`config.mk`:
```
export PLATFORM = sky130hd
export DESIGN_NAME = reader_direct_command_exec
export DESIGN_NICKNAME = d
export VERILOG_FILES = /design/src/dcmd_pkg.sv /design/src/reader_direct_command_exec.sv
export SDC_FILE = /design/constraint.sdc
export NUM_CORES = 1
export LEC_CHECK = 0
export ABC_AREA = 1
export BUFFER_PORTS_ARGS = -buffer_cell sky130_fd_sc_hd__buf_4
export CORE_MARGIN = 4
export CORE_UTILIZATION = 30
export CTS_BUF_LIST = sky130_fd_sc_hd__clkbuf_4
export DETAILED_ROUTE_END_ITERATION = 10
export PLACE_DENSITY = 0.54
export SYNTH_ARGS = -nofsm -noshare
export SYNTH_HDL_FRONTEND = slang
export SYNTH_SLANG_ARGS = --single-unit
export TNS_END_PERCENT = 1
```
`constraint.sdc`:
```
create_clock -name pclk -period 7.6 [get_ports pclk]
set_input_delay 1.52 -clock pclk [delete_from_list [all_inputs] [get_ports pclk]]
set_output_delay 1.52 -clock pclk [all_outputs]
set_load 0.005 [all_outputs]
```
`src/dcmd_pkg.sv`:
```
// Constants, encodings and timing for the direct command executor
package dcmd_pkg;
	// Clock rate
	localparam int CLK_HZ      = 20_000_000;
	// Command codes
	localparam logic [7:0] CMD_MASK_RX   = 8'h01;
	localparam logic [7:0] CMD_UNMASK_RX = 8'h02;
	localparam logic [7:0] CMD_MEAS_AMP  = 8'h03;
	localparam logic [7:0] CMD_SQUELCH   = 8'h04;
	localparam logic [7:0] CMD_RST_GAIN  = 8'h05;
	localparam logic [7:0] CMD_ADJ_REG   = 8'h06;
	localparam logic [7:0] CMD_CAL_MOD   = 8'h07;
	localparam logic [7:0] CMD_CAL_ANT   = 8'h08;
	localparam logic [7:0] CMD_MEAS_PH   = 8'h09;
	localparam logic [7:0] CMD_CLR_RSSI  = 8'h0a;
	localparam logic [7:0] CMD_TRANSP    = 8'h0b;
	localparam logic [7:0] CMD_MEAS_SUP  = 8'h0c;
	// Register byte offsets
	localparam logic [7:0] OFF_CTRL   = 8'h00;
	localparam logic [7:0] OFF_CMD    = 8'h04;
	localparam logic [7:0] OFF_STAT   = 8'h08;
	localparam logic [7:0] OFF_ADC    = 8'h0c;
	localparam logic [7:0] OFF_RSSI   = 8'h10;
	localparam logic [7:0] OFF_MOD    = 8'h14;
	localparam logic [7:0] OFF_RXCF4  = 8'h18;
	localparam logic [7:0] OFF_REGSET = 8'h1c;
	localparam logic [7:0] OFF_TRIM   = 8'h20;
	// Control register fields
	localparam int CTL_RX_EN  = 0;
	localparam int CTL_TX_EN  = 1;
	localparam int CTL_REG_S  = 2;
	localparam int CTL_SUP_LO = 3;
	localparam int CTL_SUP_HI = 4;
	localparam int CTL_3V3    = 5;
	localparam int CTL_EN     = 7;
	localparam logic [7:0] CTL_RST = 8'h00;
	// Status register fields
	localparam int STA_BUSY = 0;
	localparam int STA_RXON = 1;
	localparam int STA_TRSP = 2;
	localparam int STA_TERM = 3;
	localparam int STA_SQL  = 4;
	// Converter mux selections
	localparam logic [1:0] MUX_AMP = 2'h0;
	localparam logic [1:0] MUX_PH  = 2'h1;
	localparam logic [1:0] MUX_SUP = 2'h2;
	// Regulator ranges in mV
	localparam int REG5_MAX_MV = 5100;
	localparam int REG5_MIN_MV = 3900;
	localparam int REG5_STEP_MV = 120;
	localparam int REG3_MAX_MV = 3400;
	localparam int REG3_MIN_MV = 2400;
	localparam int REG3_STEP_MV = 100;
	localparam logic [3:0] REG5_TOP = 4'((REG5_MAX_MV - REG5_MIN_MV) / REG5_STEP_MV);
	localparam logic [3:0] REG3_TOP = 4'((REG3_MAX_MV - REG3_MIN_MV) / REG3_STEP_MV);
	// Timing in microseconds and derived cycle counts
	localparam int MEAS_US = 25;
	localparam int MEAS_CYC = (MEAS_US * (CLK_HZ / 1_000_000) > 0) ?
		MEAS_US * (CLK_HZ / 1_000_000) : 1;
	localparam int SQL_US = 500;
	localparam int REGW_US = 300;
	localparam int REGT_US = 5000;
	localparam int MOD_US = 275;
	localparam int ANT_US = 250;
	localparam int SQL_STEP_US = 25;
	localparam int CYC_PER_US = CLK_HZ / 1_000_000;
	localparam logic [7:0] PHASE_MID = 8'h80;
endpackage : dcmd_pkg

```
`src/reader_direct_command_exec.sv`:
```
// Direct command executor with APB register access
//
// Implementation choices: the register offsets and the APB register port.
`timescale 1ns/1ps
`default_nettype none
module reader_direct_command_exec
	import dcmd_pkg::*;
#(
	parameter int SQL_CYC  = SQL_US * CYC_PER_US,
	parameter int REGW_CYC = REGW_US * CYC_PER_US,
	parameter int REGT_CYC = REGT_US * CYC_PER_US,
	parameter int MOD_CYC  = MOD_US * CYC_PER_US,
	parameter int ANT_CYC  = ANT_US * CYC_PER_US,
	parameter int SQLS_CYC = SQL_STEP_US * CYC_PER_US
) (
	// Clock and reset
	input  wire logic        pclk,
	input  wire logic        presetn,
	// APB slave
	input  wire logic        psel,
	input  wire logic        penable,
	input  wire logic        pwrite,
	input  wire logic [7:0]  paddr,
	input  wire logic [31:0] pwdata,
	output logic             pready,
	output logic [31:0]      prdata,
	output logic             pslverr,
	// Pins and analog status from outside the clock domain
	input  wire logic        ss_n,
	input  wire logic        osc_stable,
	input  wire logic        reg_margin_ok,
	input  wire logic        noise_detect,
	input  wire logic        mask_timer_running,
	// Converter and receiver, same clock
	input  wire logic        adc_done,
	input  wire logic [7:0]  adc_data,
	input  wire logic [5:0]  rssi_level,
	// Analog controls
	output logic             rx_on,
	output logic             framing_en,
	output logic             tx_force,
	output logic             rx_force,
	output logic             amp_det_en,
	output logic             phase_det_en,
	output logic             supply_div_en,
	output logic [1:0]       supply_sel,
	output logic             adc_start,
	output logic             adc_relative,
	output logic [1:0]       adc_mux,
	output logic [3:0]       reg_setting,
	output logic             squelch_run,
	output logic [3:0]       squelch_gain,
	output logic [3:0]       gain_reduction,
	output logic [7:0]       mod_drive,
	output logic [7:0]       trim_capacitor_pins,
	output logic             transparent,
	output logic             mask_timer_clr,
	output logic             term_pulse
);
	typedef enum logic [2:0] {
		ST_IDLE = 3'b000,
		ST_MEAS = 3'b001,
		ST_CAL  = 3'b011,
		ST_REG  = 3'b010,
		ST_SQL  = 3'b110
	} state_e;

	// Two-flop synchronisers for the outside inputs
	logic [4:0] sync1_r;
	logic [4:0] sync2_r;
	always_ff @(posedge pclk or negedge presetn) begin
		if (!presetn) begin
			sync1_r <= 5'h1f;
			sync2_r <= 5'h1f;
		end else begin
			sync1_r <= {ss_n, osc_stable, reg_margin_ok, noise_detect, mask_timer_running};
			sync2_r <= sync1_r;
		end
	end
	wire ss_s     = sync2_r[4];
	wire osc_s    = sync2_r[3];
	wire margin_s = sync2_r[2];
	wire noise_s  = sync2_r[1];
	wire mtmr_s   = sync2_r[0];

	// Registers and state
	state_e      st_r;
	state_e      st_nxt;
	logic [7:0]  ctrl_r;
	logic [7:0]  mod_tgt_r;
	logic [3:0]  rxcf4_r;
	logic [7:0]  adc_r;
	logic [5:0]  rssi_r;
	logic        rx_on_r;
	logic        rx_on_d_r;
	logic        term_flag_r;
	logic        armed_r;
	logic        ss_d_r;
	logic        trsp_r;
	logic [7:0]  cmd_r;
	logic        go_r;
	logic [16:0] tmr_r;
	logic [16:0] tot_r;
	logic        adc_wait_r;
	logic        is_ant_r;
	logic [3:0]  regset_r;
	logic [3:0]  sqlg_r;
	logic [3:0]  gain_r;
	logic [7:0]  drive_r;
	logic [7:0]  trim_r;
	logic [1:0]  mux_r;
	logic        last_up_r;

	// APB decode
	wire wr       = psel && penable && pwrite;
	wire rd_ok    = (paddr <= OFF_TRIM) && (paddr[1:0] == 2'h0); // Word map has no holes
	wire wr_ctrl  = wr && (paddr == OFF_CTRL);
	wire wr_cmd   = wr && (paddr == OFF_CMD);
	wire wr_stat  = wr && (paddr == OFF_STAT);
	wire wr_mod   = wr && (paddr == OFF_MOD);
	wire wr_rxcf4 = wr && (paddr == OFF_RXCF4);
	wire busy     = (st_r != ST_IDLE);
	assign pready  = 1'b1;
	assign pslverr = psel && penable && !rd_ok;

	// Read mux
	wire [7:0] stat_v = {3'h0, squelch_run, term_flag_r, trsp_r, rx_on_r, busy};
	always_comb begin
		prdata = 32'h0;
		if (psel && !pwrite) begin
			unique case (paddr)
				OFF_CTRL:   prdata = {24'h0, ctrl_r};
				OFF_STAT:   prdata = {24'h0, stat_v};
				OFF_ADC:    prdata = {24'h0, adc_r};
				OFF_RSSI:   prdata = {26'h0, rssi_r};
				OFF_MOD:    prdata = {16'h0, drive_r, mod_tgt_r};
				OFF_RXCF4:  prdata = {28'h0, rxcf4_r};
				OFF_REGSET: prdata = {28'h0, regset_r};
				OFF_TRIM:   prdata = {24'h0, trim_r};
				default:    prdata = 32'h0;
			endcase
		end
	end

	// Acceptance conditions for the incoming code
	wire [7:0] wc   = pwdata[7:0];
	wire en_ok      = ctrl_r[CTL_EN] && osc_s;
	wire rx_ok      = ctrl_r[CTL_RX_EN];
	wire trx_ok     = ctrl_r[CTL_RX_EN] && ctrl_r[CTL_TX_EN];
	wire reg_ok     = en_ok && !ctrl_r[CTL_REG_S];
	wire is_mask    = (wc == CMD_MASK_RX) || (wc == CMD_UNMASK_RX);
	wire is_en_cmd  = (wc == CMD_MEAS_AMP) || (wc == CMD_MEAS_PH) || (wc == CMD_MEAS_SUP) ||
		(wc == CMD_CAL_MOD) || (wc == CMD_CAL_ANT) || (wc == CMD_RST_GAIN) ||
		(wc == CMD_CLR_RSSI) || (wc == CMD_TRANSP);
	wire sql_abort  = (st_r == ST_SQL) && (wc == CMD_RST_GAIN);
	wire accept     = wr_cmd && (!busy || sql_abort) &&
		((is_mask && rx_ok) || (is_en_cmd && en_ok) ||
		((wc == CMD_ADJ_REG) && reg_ok) ||
		((wc == CMD_SQUELCH) && trx_ok));
	wire c_mask   = go_r && (cmd_r == CMD_MASK_RX);
	wire c_unmask = go_r && (cmd_r == CMD_UNMASK_RX);
	wire c_rgain  = go_r && (cmd_r == CMD_RST_GAIN);
	wire c_crssi  = go_r && (cmd_r == CMD_CLR_RSSI);
	wire c_trsp   = go_r && (cmd_r == CMD_TRANSP);
	wire c_meas   = go_r && ((cmd_r == CMD_MEAS_AMP) || (cmd_r == CMD_MEAS_PH) ||
		(cmd_r == CMD_MEAS_SUP));
	wire c_cal    = go_r && ((cmd_r == CMD_CAL_MOD) || (cmd_r == CMD_CAL_ANT));
	wire c_reg    = go_r && (cmd_r == CMD_ADJ_REG);
	wire c_sql    = go_r && (cmd_r == CMD_SQUELCH) && !rx_on_r;
	wire [3:0] reg_top = ctrl_r[CTL_3V3] ? REG3_TOP : REG5_TOP;

	// Limits of the timed sequences
	wire [16:0] cal_lim  = is_ant_r ? 17'(ANT_CYC) : 17'(MOD_CYC);
	wire meas_to  = (tmr_r >= 17'(MEAS_CYC - 1));
	wire cal_to   = (tot_r >= cal_lim - 17'h1);
	wire reg_tick = (tmr_r >= 17'(REGW_CYC - 1));
	wire reg_to   = (tot_r >= 17'(REGT_CYC - 1));
	wire sql_to   = (tot_r >= 17'(SQL_CYC - 1));
	wire sql_tick = (tmr_r >= 17'(SQLS_CYC - 1));
	wire adc_got  = adc_wait_r && adc_done;

	// Calibration compare: modulation uses target, antenna seeks mid scale
	wire [7:0] cal_ref = is_ant_r ? PHASE_MID : mod_tgt_r;
	wire cal_hit  = adc_got && (adc_data == cal_ref);
	wire cal_up   = adc_data < cal_ref;
	wire cal_flip = adc_got && (cal_up != last_up_r) && (tot_r > tmr_r);
	wire reg_done = reg_tick && (margin_s || (regset_r == 4'h0));

	// Next state
	always_comb begin
		st_nxt = st_r;
		unique case (st_r)
			ST_IDLE: begin
				if (c_meas)
					st_nxt = ST_MEAS;
				else if (c_cal)
					st_nxt = ST_CAL;
				else if (c_reg)
					st_nxt = ST_REG;
				else if (c_sql)
					st_nxt = ST_SQL;
			end
			ST_MEAS: if (adc_got || meas_to) st_nxt = ST_IDLE;
			ST_CAL:  if (cal_hit || cal_flip || cal_to) st_nxt = ST_IDLE;
			ST_REG:  if (reg_done || reg_to) st_nxt = ST_IDLE;
			ST_SQL:  if (!noise_s || sql_to || c_rgain) st_nxt = ST_IDLE;
		endcase
	end

	// Ending of a sequence that reports termination
	wire term = busy && (st_nxt == ST_IDLE) && (st_r != ST_SQL);

	// Sequencer state, timers and command latch
	always_ff @(posedge pclk or negedge presetn) begin
		if (!presetn) begin
			st_r  <= ST_IDLE;
			cmd_r <= 8'h00;
			go_r  <= 1'b0;
			tmr_r <= 17'h0;
			tot_r <= 17'h0;
		end else begin
			st_r <= st_nxt;
			go_r <= accept;
			if (accept)
				cmd_r <= wc;
			if (st_nxt != st_r || (st_r == ST_REG && reg_tick) ||
				(st_r == ST_SQL && sql_tick) || adc_got)
				tmr_r <= 17'h0;
			else
				tmr_r <= tmr_r + 17'h1;
			tot_r <= (st_nxt != st_r) ? 17'h0 : tot_r + 17'h1;
		end
	end

	// Converter requests and mux selection
	wire adc_go = (c_meas || c_cal) ||
		(st_r == ST_CAL && adc_got && st_nxt == ST_CAL);
	always_ff @(posedge pclk or negedge presetn) begin
		if (!presetn) begin
			adc_wait_r <= 1'b0;
			mux_r      <= MUX_AMP;
			is_ant_r   <= 1'b0;
			last_up_r  <= 1'b0;
			adc_r      <= 8'h00;
		end else begin
			if (adc_go)
				adc_wait_r <= 1'b1;
			else if (adc_got || !busy)
				adc_wait_r <= 1'b0;
			if (c_meas)
				mux_r <= (cmd_r == CMD_MEAS_PH) ? MUX_PH :
					(cmd_r == CMD_MEAS_SUP) ? MUX_SUP : MUX_AMP;
			else if (c_cal)
				mux_r <= (cmd_r == CMD_CAL_ANT) ? MUX_PH : MUX_AMP;
			if (c_cal)
				is_ant_r <= (cmd_r == CMD_CAL_ANT);
			if (adc_got)
				last_up_r <= cal_up;
			if (adc_got && st_r == ST_MEAS)
				adc_r <= adc_data;
		end
	end
	assign adc_start     = adc_go;
	assign adc_relative  = (mux_r == MUX_PH);
	assign adc_mux       = mux_r;
	assign amp_det_en    = (st_r == ST_MEAS || st_r == ST_CAL) && (mux_r == MUX_AMP);
	assign phase_det_en  = (st_r == ST_MEAS || st_r == ST_CAL) && (mux_r == MUX_PH);
	assign supply_div_en = (st_r == ST_MEAS) && (mux_r == MUX_SUP);
	assign supply_sel    = {ctrl_r[CTL_SUP_HI], ctrl_r[CTL_SUP_LO]};
	assign tx_force      = (st_r == ST_MEAS && mux_r != MUX_SUP) ||
		(st_r == ST_CAL) || (st_r == ST_REG);
	assign rx_force      = (st_r == ST_REG);

	// Calibration steps for drive and trim codes
	always_ff @(posedge pclk or negedge presetn) begin
		if (!presetn) begin
			drive_r <= 8'h00;
			trim_r  <= 8'h00;
		end else if (st_r == ST_CAL && adc_got && !cal_hit) begin
			if (is_ant_r)
				trim_r <= cal_up ? trim_r - 8'h1 : trim_r + 8'h1;
			else
				drive_r <= cal_up ? drive_r + 8'h1 : drive_r - 8'h1;
		end
	end
	assign mod_drive           = drive_r;
	assign trim_capacitor_pins = trim_r;

	// Regulator setting walk
	always_ff @(posedge pclk or negedge presetn) begin
		if (!presetn)
			regset_r <= 4'h0;
		else if (c_reg)
			regset_r <= reg_top;
		else if (st_r == ST_REG && reg_tick && !reg_done && !reg_to)
			regset_r <= regset_r - 4'h1;
	end
	assign reg_setting = regset_r;

	// Squelch and gain control
	always_ff @(posedge pclk or negedge presetn) begin
		if (!presetn) begin
			sqlg_r <= 4'h0;
			gain_r <= 4'h0;
		end else if (c_rgain) begin
			sqlg_r <= 4'h0;
			gain_r <= rxcf4_r;
		end else if (st_r == ST_SQL && sql_tick && noise_s && sqlg_r != 4'hf)
			sqlg_r <= sqlg_r + 4'h1;
	end
	assign squelch_run    = (st_r == ST_SQL);
	assign squelch_gain   = sqlg_r;
	assign gain_reduction = gain_r;

	// Receive masking
	always_ff @(posedge pclk or negedge presetn) begin
		if (!presetn) begin
			rx_on_r   <= 1'b1;
			rx_on_d_r <= 1'b1;
		end else begin
			rx_on_d_r <= rx_on_r;
			rx_on_r   <= c_mask ? 1'b0 : (c_unmask ? 1'b1 : rx_on_r);
		end
	end
	assign rx_on          = rx_on_r;
	assign framing_en     = rx_on_r;
	assign mask_timer_clr = c_unmask && mtmr_s;

	// Peak-hold signal strength
	wire rssi_clr = (rx_on_r && !rx_on_d_r) || c_crssi;
	always_ff @(posedge pclk or negedge presetn) begin
		if (!presetn)
			rssi_r <= 6'h00;
		else if (rssi_clr)
			rssi_r <= 6'h00;
		else if (rx_on_r && rssi_level > rssi_r)
			rssi_r <= rssi_level;
	end

	// Transparent mode on slave select rise
	always_ff @(posedge pclk or negedge presetn) begin
		if (!presetn) begin
			ss_d_r  <= 1'b1;
			armed_r <= 1'b0;
			trsp_r  <= 1'b0;
		end else begin
			ss_d_r <= ss_s;
			armed_r <= c_trsp || (armed_r && !(ss_s && !ss_d_r));
			trsp_r  <= (armed_r && ss_s && !ss_d_r) || (trsp_r && ss_s);
		end
	end
	assign transparent = trsp_r;

	// Software registers and termination flag
	always_ff @(posedge pclk or negedge presetn) begin
		if (!presetn) begin
			ctrl_r      <= CTL_RST;
			mod_tgt_r   <= 8'h00;
			rxcf4_r     <= 4'h0;
			term_flag_r <= 1'b0;
		end else begin
			if (wr_ctrl)
				ctrl_r <= pwdata[7:0];
			if (wr_mod)
				mod_tgt_r <= pwdata[7:0];
			if (wr_rxcf4)
				rxcf4_r <= pwdata[3:0];
			if (term)
				term_flag_r <= 1'b1;
			else if (wr_stat && pwdata[STA_TERM])
				term_flag_r <= 1'b0;
		end
	end
	assign term_pulse = term;
endmodule : reader_direct_command_exec
`default_nettype wire

```
==> impl_metrics.csv, run 1 <==
group,metric,value,unit
yosys,synth_area_leaders,"dfrtp_1 (35%), nand2_1 (11%), ha_1 (8.4%)",
detailed_routing,drt-met1-wl,11660,um
worst_setup_path,r2r_cells,18,
global_route,grt_pass1_wl,37330,um
die,fp.dieH,174.5,um
worst_setup_path,slowest_delay,0.45,ns
detailed_routing,routed_wl,22840,um
yosys,synthArstFlopShare,1.000,
timing,timing.final.ws_setup,2.351,ns
detailed_routing,drtPass1Iterations,5,
timing,finalHoldViolCount,0,
timing,fin_skew,0.02616,ns
detailed_routing,drtIter0Drc,531,
worst_setup_path,cp_cell_sequence,"buf_4, nor2_1, nand3_1, nor2_2, clkinv_1, nand4_1, o41ai_1, a41oi_1, buf_4",
die,die_w,174.5,um
die,core_area,27100,sq um
timing,setup_viol,0,
yosys,synth_common_cells,"nand2_1 (233), inv_1 (129), nor2_1 (118)",
layout,syn2layout_area_growth,16.75,%
detailed_routing,vias_per_cell,4.683,
yosys,synth_area,8314,sq um
clock_network,cts_resized,0,
yosys,netlist.area_leader.share,0.3491,
global_route,antenna_found_initial,1,
yosys,synth_edf_count,0,
clock_network,clock_path_buffers,2,
clock_network,holdBufCountCts,0,
clock_network,clkTransAtPathRegs,0.13,ns
timing,finalHoldWorstSlack,0.3622,ns
worst_setup_path,cp_slowest_cell,"clkinv_1",
clock_network,cts_tree,"done",
place,post-dp-hpwl,17600,um
worst_hold_path,hold_path_depth,0,
die,rows,60,
yosys,synth_most_common_cell,"nand2_1",
die,die_area,30440,sq um
yosys,seq_area_frac_synth,0.3902,
outcome,status,"completed",
yosys,ys.flop_type,"dfrtp_1",
worst_setup_path,critPathRequiredTime,6.08,ns
worst_setup_path,end_kind,"primary output",
layout,fill_cells,2862,
clock_network,postCtsSetupRepairBufs,0,
run,cap_violations,0,
power,power,1402,uW
timing,period_share,0.6906,
layout,final_cell_count_no_fill,1568,
detailed_routing,drc,0,
place,placed_cells,1531,
global_route,grt_usage,0.1514,
timing,period_needed,5.249,ns
yosys,avgSynthCellArea,7.792,sq um
detailed_routing,antenna_left,0,
layout,final_nets,1301,
detailed_routing,num_vias,7343,
clock_network,insertion_delay,0.57,ns
power,vdd_drop_max,0.1082,mV
detailed_routing,top_layer_used,"met4",
clock_network,numCtsBuffers,17,
place,place_ws,2.416,ns
place,gp_congestion,0.8766,
power,power_leakage,0.004708,uW
worst_setup_path,crit_arrival,3.73,ns
worst_setup_path,cp_max_fo,10,
detailed_routing,wl_met2,10040,um
timing,worst_slew_pin_slew,0.9633,ns
yosys,ys_warn_count,0,
detailed_routing,wl_per_cell,14.56,um
global_route,grt_max_degree,81,
worst_hold_path,hold_path_class,"reg2reg",
timing,rsz0062_at_grt,"false",
timing,setup_tns,0,ns
layout,drive_gt1_frac,0.1839,
timing,relSlewSlack,0.3494,
die,ios,144,
clock_network,clockRootBuffer,"clkbuf_4",
yosys,netlist_instances,1067,
clock_network,h-tree-depth,4,
die,start_util,0.3068,
yosys,ys_ff_latch,129,
timing,fmax,0.1905,GHz
place,port_buffers,102,
global_route,grt-ovfl-total,0,
worst_setup_path,cp_common_cell,"buf_4",
yosys,synth_cell_types,53,
timing,drv_slew,0,
global_route,grt_pass1_vias,7110,
worst_setup_path,crit_type,"in2out",
detailed_routing,dr_wl_met3,972,um
clock_network,cts_sinks,129,
yosys,yosysTopAreaCell,"dfrtp_1",
power,power.density,144.4,nW/um^2
worst_setup_path,start_kind,"input port",
## where the power goes
| group | switching (uW) | internal [uW] | leakage [uW] | total, uW |
|---|---|---|---|---|
| Sequential | 26.3 | 711 | 0.00169 | 737 |
| Clock | 325 | 145 | 0.000139 | 470 |
| Combinational | 119 | 75.7 | 0.00288 | 195 |
## routing by layer
layer	track usage	up-vias
met4	0.02870	0
met3	0.02806	11
met1	0.2227	3476
met2	0.2337	164
met5	0	-
li1	-	3692
## registers in the layout, summed over array words and instances, names as in the netlist, 2 cells and up
register,flops
cmd_r,8
trim_capacitor_pins,8
tot_r,17
reg_setting,4
mod_drive,8
mod_tgt_r,8
gain_reduction,4
adc_mux,2
adc_r,8
rxcf4_r,4
ctrl_r,8
sync2_r,5
st_r,3
rssi_r,6
tmr_r,17
squelch_gain,4
sync1_r,5
## critical path, delay by kind of cell
kind	cells	cell delay, ns
and+or+nand+nor	4	1.06
buffers and inverters	3	0.71
AOI/OAI and AO/OA	2	0.44
## logic make-up (layout without fill, tap and decap cells)
| kind of cell | count (synthesis) | count (layout) | share of synthesized area |
|---|---|---|---|
| simple gates | 496 | 496 | 0.2701 |
| buf+inv | 174 | 283 | 0.08999 |
| mux | 8 | 8 | 0.01069 |
| fa+ha+maj | 58 | 58 | 0.08909 |
| xor+xnor | 33 | 33 | 0.03476 |
| compound gates | 167 | 167 | 0.1142 |
| flops | 129 | 129 | 0.3902 |
| other cells | 2 | 22 | 0.0009033 |
## worst paths after layout
path / startpoint / end / slack, ns
setup / recovery: paddr[1] / prdata[7] / 2.35
hold / removal: sync1_r[0]$_DFF_PN1_ / sync2_r[0]$_DFF_PN1_ / 0.36
setup reg to reg: is_ant_r$_DFFE_PN0P_ / trim_capacitor_pins[7]$_DFFE_PN0P_ / 3.21
hold reg to reg: sync1_r[0]$_DFF_PN1_ / sync2_r[0]$_DFF_PN1_ / 0.36
max in group asynchronous: presetn / squelch_gain[2]$_DFFE_PN0P_ / 5.42
min in group asynchronous: presetn / rssi_r[1]$_DFFE_PN0P_ / 1.01
## stage by stage
| stage | cell area [sq um] | util |
|---|---|---|
| 2_1_floorplan | 8371 | - |
| 3_3_place_gp | 9424 | 0.3477 |
| 3_5_place_dp | 9424 | 0.3477 |
| 4_1_cts | 9694 | 0.3577 |
| 5_1_grt | 9707 | 0.3582 |
| 6_report | 9707 | 0.3582 |
## placed cells by master, fill, tap and decap left out, drive strengths merged, types with 2 or more instances in the layout
cell type    n
a21o         3
a21oi       42
a221oi       6
a31oi        3
a41oi        3
buf        104
clkbuf      17
clkinv       7
clkinvlp     3
conb        17
dfrtp      116
dfstp       13
diode        5
fa           2
ha          56
inv        152
mux2         7
nand2      241
nand3       54
nand3b       2
nand4       21
nor2       148
nor3        23
nor4         5
o211ai       6
o21ai       88
o22ai        7
o41ai        2
xnor2        9
xor2        24
## area by class of cell
cell class	count	area, sq um	area share
inverter	147	551.8	0.05684
antenna	5	12.51	0.001289
clock inverter	15	142.6	0.01469
clock buffer	17	127.6	0.01315
tap	372	465.4	0.04795
sequential	129	3244	0.3342
timing repair buffer	104	784.5	0.08082
multi-input combinational	779	4378	0.4510
Power figures use the tool's default switching activity.
==> run 2, diff against run 1 <==
--- a/config.mk
+++ b/config.mk
@@ -11,7 +11,7 @@
 export CORE_UTILIZATION = 30
 export CTS_BUF_LIST = sky130_fd_sc_hd__clkbuf_4
 export DETAILED_ROUTE_END_ITERATION = 10
-export PLACE_DENSITY = 0.54
+export PLACE_DENSITY = 0.56
 export SYNTH_ARGS = -nofsm -noshare
 export SYNTH_HDL_FRONTEND = slang
 export SYNTH_SLANG_ARGS = --single-unit
==> constraint.sdc (replaced) <==
create_clock -name pclk -period 4.4 [get_ports pclk]
set_input_delay 0.88 -clock pclk [delete_from_list [all_inputs] [get_ports pclk]]
set_output_delay 0.88 -clock pclk [all_outputs]
set_load 0.005 [all_outputs]
==> impl_metrics.csv, run 2 (synthesis gave the netlist of run 1 again) <==
group,metric,value,unit
detailed_routing,num_vias,7313,
run,cap_violations,0,
timing,relSlewSlack,0.3533,
clock_network,clockRootBuffer,"clkbuf_4",
place,placed_cells,1539,
global_route,antenna_found_initial,1,
die,ios,144,
detailed_routing,drtIter0Drc,492,
worst_setup_path,end_kind,"primary output",
worst_setup_path,path_buf_inv,5,
timing,worst_slew_pin_slew,0.9576,ns
outcome,status,"completed",
die,die_w,174.5,um
place,gp_congestion,0.8486,
power,internal_power,1667,uW
layout,largestRegisters,"tmr_r: 17 flops, tot_r: 17 flops",
clock_network,h-tree-depth,4,
worst_setup_path,slowest_delay,0.41,ns
layout,layout_commonest_cell,"nand2_1",
clock_network,cts_tree,"done",
detailed_routing,drtPass1Iterations,6,
worst_setup_path,critPathRequiredTime,3.52,ns
detailed_routing,vias_per_cell,4.649,
detailed_routing,wl_per_cell,14.28,um
global_route,met3_usage,0.03328,
global_route,grt_usage,0.1487,
worst_setup_path,start_kind,"flip-flop",
place,port_buffers,102,
timing,fin_skew,0.02489,ns
die,die_area,30440,sq um
worst_setup_path,crit_type,"reg2out",
global_route,grt_pass1_wl,36880,um
layout,final_cell_count_no_fill,1573,
die,start_util,0.3068,
die,fp.dieH,174.5,um
die,rows,60,
detailed_routing,routed_wl,22460,um
clock_network,clock_path_buffers,2,
power,power_leakage,0.004762,uW
layout,final_nets,1309,
worst_setup_path,critPathTopFamily,"simple AND/OR/NAND/NOR gates",
timing,timing.final.ws_setup,0.5437,ns
global_route,grt_max_degree,100,
worst_setup_path,cp_slowest_cell,"dfrtp_1",
power,pwr-share-seq,0.515,
clock_network,postCtsSetupRepairBufs,0,
clock_network,numCtsBuffers,17,
detailed_routing,drc,0,
detailed_routing,antenna_left,0,
timing,finalHoldWorstSlack,0.3654,ns
power,p_sw,807.1,uW
timing,setup_tns,0,ns
timing,period_needed,3.856,ns
clock_network,insertion_delay,0.58,ns
worst_setup_path,cp_max_fo,7,
layout,drive_gt1_frac,0.1893,
layout,syn2layout_area_growth,17.58,%
global_route,grt-ovfl-total,0,
place,post-dp-hpwl,17370,um
timing,setup_viol,0,
clock_network,cts_sinks,129,
layout,layout_common_cells,"nand2_1 (233), inv_1 (129), nor2_1 (118), dfrtp_1 (116), buf_4 (111)",
global_route,grt_pass1_vias,7059,
global_route,met2_usage,0.2290,
timing,drv_slew,0,
die,core_area,27100,sq um
worst_hold_path,hold_path_class,"reg2reg",
power,power.density,253.1,nW/um^2
timing,period_share,0.8764,
global_route,busiest_layer,"met2",
worst_setup_path,crit_arrival,2.98,ns
worst_setup_path,cp_common_cell,"nand2_1",
power,vdd_drop_max,0.1654,mV
clock_network,cts_resized,0,
timing,finalHoldViolCount,0,
worst_setup_path,cp_cell_sequence,"clkinv_1, buf_4, nand2_1, ha_1, a21oi_1, nor2_1, nor2_1, a21oi_1, nor2_1, nand2_1, nand2_1, nand2_1, nand2_1, inv_1, nor2_1, nand2_1, inv_1, buf_4",
power,p_clk_frac,0.350,
power,p_sw_frac,0.3262,
global_route,grtUsageMet1,0.2141,
clock_network,holdBufCountCts,0,
timing,rsz0062_at_grt,"false",
clock_network,clkTransAtPathRegs,0.14,ns
power,combPwrFrac,0.135,
timing,fmax,0.2593,GHz
place,place_ws,0.6015,ns
## run 2: per-stage QoR
step	power, uW	utilization	cell area (sq um)
floorplan	1519	-	8371
global placement	1626	0.3500	9484
detailed placement	1632	0.3500	9484
CTS	2510	0.3605	9771
global route	2615	0.3607	9776
finish	2474	0.3607	9776
## run 2: path summary, 6_finish.rpt
kind	startpoint	endpoint	slack (ns)	depth (start not counted)
hold reg to reg	sync1_r[0]$_DFF_PN1_	sync2_r[0]$_DFF_PN1_	0.37	0
hold / removal	sync1_r[0]$_DFF_PN1_	sync2_r[0]$_DFF_PN1_	0.37	0
setup reg to reg	is_ant_r$_DFFE_PN0P_	mod_drive[7]$_DFFE_PN0P_	0.96	23
max in group asynchronous	presetn	tot_r[3]$_DFF_PN0_	2.97	2
setup / recovery	is_ant_r$_DFFE_PN0P_	term_pulse	0.54	18
min in group asynchronous	presetn	cmd_r[5]$_DFFE_PN0P_	0.41	1
## run 2: cell type report
class,instances,area (sq um)
diodes,2,5.005
clock buffers,17,127.6
clock inverters,15,158.9
fillers,2852,17330
inverters,147,551.8
multi-input cells,779,4378
flip-flops and latches,129,3244
well taps,372,465.4
repair buffers,112,844.6
## run 2: per-layer routing
metal	wire, um	up-vias
li1	-	3705
met1	11060	3414
met2	10080	180
met3	1141	14
met4	174	0
met5	0	-
## run 2: worst reg2reg max path, stage by stage (launching register included)
cell,delay (ns)
dfrtp_1,0.41
clkinv_1,0.06
buf_4,0.15
nand2_1,0.07
ha_1,0.29
a21oi_1,0.17
nor2_1,0.06
nor2_1,0.21
nand2_1,0.23
buf_4,0.23
ha_1,0.33
a21oi_1,0.16
nand2_1,0.09
nand2_1,0.07
nand2_1,0.05
a21oi_1,0.12
inv_1,0.06
nand2_1,0.07
nand2_1,0.05
a21oi_1,0.21
a21oi_1,0.12
o21ai_0,0.09
nand2_1,0.07
nand2_1,0.05
## run 2: power groups by stage
stage                     registers, uW  logic, uW  clock network, uW
after detailed placement           1290        338                  0
after global placement             1290        332                  0
final                              1270        334                867
after global routing               1280        388                947
after floorplan                    1280        240                  0
after CTS                          1270        340                899
==> run 3, diff against run 2 <==
==> constraint.sdc (replaced) <==
create_clock -name pclk -period 4.4 [get_ports pclk]
set_input_delay 0 -clock pclk [delete_from_list [all_inputs] [get_ports pclk]]
set_output_delay 0 -clock pclk [all_outputs]
set_load 0.005 [all_outputs]
==> impl_metrics.csv, run 3 (synthesis gave the netlist of run 1 again) <==
group,metric,value,unit
die,core_area,27100,sq um
layout,layout_common_cells,"nand2_1 (233), inv_1 (129), nor2_1 (118), dfrtp_1 (116), buf_4 (103)",
clock_network,clock_path_buffers,2,
clock_network,cts_sinks,129,
die,die_area,30440,sq um
detailed_routing,num_vias,7493,
detailed_routing,routed_wl,23110,um
detailed_routing,drtPass1Iterations,7,
worst_setup_path,end_kind,"flip-flop",
worst_setup_path,critPathRequiredTime,4.94,ns
power,power.density,257.7,nW/um^2
timing,drv_slew,0,
global_route,busiest_layer,"met2",
global_route,grt-ovfl-total,0,
timing,setup_viol,0,
layout,largestRegisters,"tmr_r: 17 flops, tot_r: 17 flops",
die,die_w,174.5,um
run,cap_violations,0,
die,ios,144,
clock_network,insertion_delay,0.58,ns
place,gp_congestion,0.8594,
global_route,grtUsageMet1,0.2197,
detailed_routing,drtIter0Drc,511,
global_route,grt_usage,0.1522,
timing,fmax,0.2721,GHz
global_route,antenna_found_initial,1,
worst_setup_path,crit_type,"reg2reg",
timing,period_share,0.8353,
power,p_sw_frac,0.3244,
clock_network,cts_tree,"done",
timing,finalHoldViolCount,0,
worst_setup_path,start_kind,"flip-flop",
worst_hold_path,hold_path_depth,2,
power,combPwrFrac,0.138,
clock_network,clkTransAtPathRegs,0.17,ns
power,pwr-share-seq,0.489,
timing,rsz0062_at_grt,"false",
layout,fin_area,10100,sq um
timing,period_needed,3.675,ns
detailed_routing,wl_per_cell,14.46,um
timing,fin_skew,0.03876,ns
place,place_area,9424,sq um
clock_network,postCtsSetupRepairBufs,0,
place,post-dp-hpwl,17630,um
worst_hold_path,whs_endpoint,"sync1_r[4]$_DFF_PN1_",
timing,relSlewSlack,0.3812,
worst_setup_path,crit_arrival,4.22,ns
worst_setup_path,r2r_cells,18,
power,power_leakage,0.004898,uW
layout,layout_commonest_cell,"nand2_1",
die,rows,60,
worst_setup_path,cp_max_fo,11,
global_route,met2_usage,0.2395,
power,internal_power,1759,uW
layout,syn2layout_area_growth,21.52,%
layout,final_nets,1335,
layout,fill_cells,2826,
clock_network,cts_resized,0,
power,vdd_drop_max,0.1880,mV
clock_network,numCtsBuffers,17,
timing,setup_tns,0,ns
power,p_clk_frac,0.373,
clock_network,holdBufCountCts,33,
worst_setup_path,reg2reg_from,"is_ant_r$_DFFE_PN0P_",
global_route,grt_pass1_wl,37550,um
place,port_buffers,102,
global_route,grt_pass1_vias,7085,
global_route,grt_max_degree,95,
worst_hold_path,hold_start,"ss_n",
worst_setup_path,r2r_end,"trim_capacitor_pins[7]$_DFFE_PN0P_",
die,start_util,0.3068,
global_route,met3_usage,0.02784,
worst_setup_path,r2r_setup_slack,0.72,ns
outcome,status,"completed",
clock_network,clockRootBuffer,"clkbuf_4",
die,fp.dieH,174.5,um
power,p_sw,844.6,uW
worst_hold_path,hold_path_class,"in2reg",
detailed_routing,antenna_left,0,
clock_network,h-tree-depth,4,
timing,worst_slew_pin_slew,0.9162,ns
detailed_routing,vias_per_cell,4.689,
layout,drive_gt1_frac,0.1788,
detailed_routing,drc,0,
## run 3: cell types whose count changed in the layout (fill, tap and decap cells not counted), sizes merged
cell,delta
dlygate4sd3,+34
diode,-1
buf,-8
clkinv,+1
bufinv,+1
clkinvlp,-2
## run 3: power by group through the flow
stage          Combinational (uW)  Clock [uW]  Sequential, uW
2_1_floorplan                 240           0            1280
3_3_place_gp                  332           0            1290
3_5_place_dp                  340           0            1290
4_1_cts                       364        1010            1270
5_1_grt                       416        1060            1280
6_report                      359         971            1270
## run 3: stage by stage
stage | setup slack, ns | hold WS (ns) | cells | total power [uW] | utilization
after global placement | 0.8039 | 0.1079 | 1531 | 1626 | 0.3477
after detailed placement | 0.6984 | 0.1093 | 1531 | 1634 | 0.3477
after CTS | 0.6770 | 0.006474 | 1596 | 2643 | 0.3723
after global routing | 0.2856 | 0.02894 | 1598 | 2757 | 0.3728
after floorplan | 1.147 | -0.2956 | 1082 | 1519 | -
final | 0.7246 | 0.07271 | 1598 | 2603 | 0.3728
## run 3: layer usage
layer	up-vias	part of all wire
li1	3757	-
met5	-	0
met2	185	0.45
met4	0	0.0090
met3	16	0.044
met1	3535	0.50
## run 3: area by class of cell
cell class	instances	area (sq um)	share of cell area
clock buffers	17	127.6	0.01263
clock inverters	15	209.0	0.02068
inverters	147	551.8	0.05461
multi-input cells	779	4378	0.4333
well taps	372	465.4	0.04607
diodes	1	2.502	0.0002477
flip-flops and latches	129	3244	0.3211
repair buffers	138	1125	0.1113
## run 3: critical path, cell delays in order, from the launching register on
cell      delay (ns)
dfrtp_1         0.59
clkinv_1        0.41
nand2_1         0.16
ha_1            0.25
a21oi_1         0.15
nor2_1          0.05
nor2_1          0.16
nand2_1         0.12
inv_1           0.26
ha_1            0.34
a21oi_1         0.16
nand2_1         0.10
a21o_1          0.16
a21oi_1         0.18
o21ai_0         0.10
a21oi_1         0.16
xor2_1          0.16
nand2_1         0.06
nand2_1         0.07
## run 3: worst max-delay path by stage
| stage | startpoint | to | cells past startpoint | slack [ns] |
|---|---|---|---|---|
| 2_1_floorplan | is_ant_r$_DFFE_PN0P_ | trim_capacitor_pins[7]$_DFFE_PN0P_ | 18 | 1.15 |
| 3_3_place_gp | is_ant_r$_DFFE_PN0P_ | trim_capacitor_pins[7]$_DFFE_PN0P_ | 18 | 0.80 |
| 3_5_place_dp | is_ant_r$_DFFE_PN0P_ | mod_drive[7]$_DFFE_PN0P_ | 21 | 0.70 |
| 4_1_cts | is_ant_r$_DFFE_PN0P_ | trim_capacitor_pins[7]$_DFFE_PN0P_ | 18 | 0.68 |
| 5_1_grt | is_ant_r$_DFFE_PN0P_ | mod_drive[7]$_DFFE_PN0P_ | 22 | 0.29 |
| 6_report | is_ant_r$_DFFE_PN0P_ | trim_capacitor_pins[7]$_DFFE_PN0P_ | 18 | 0.72 |
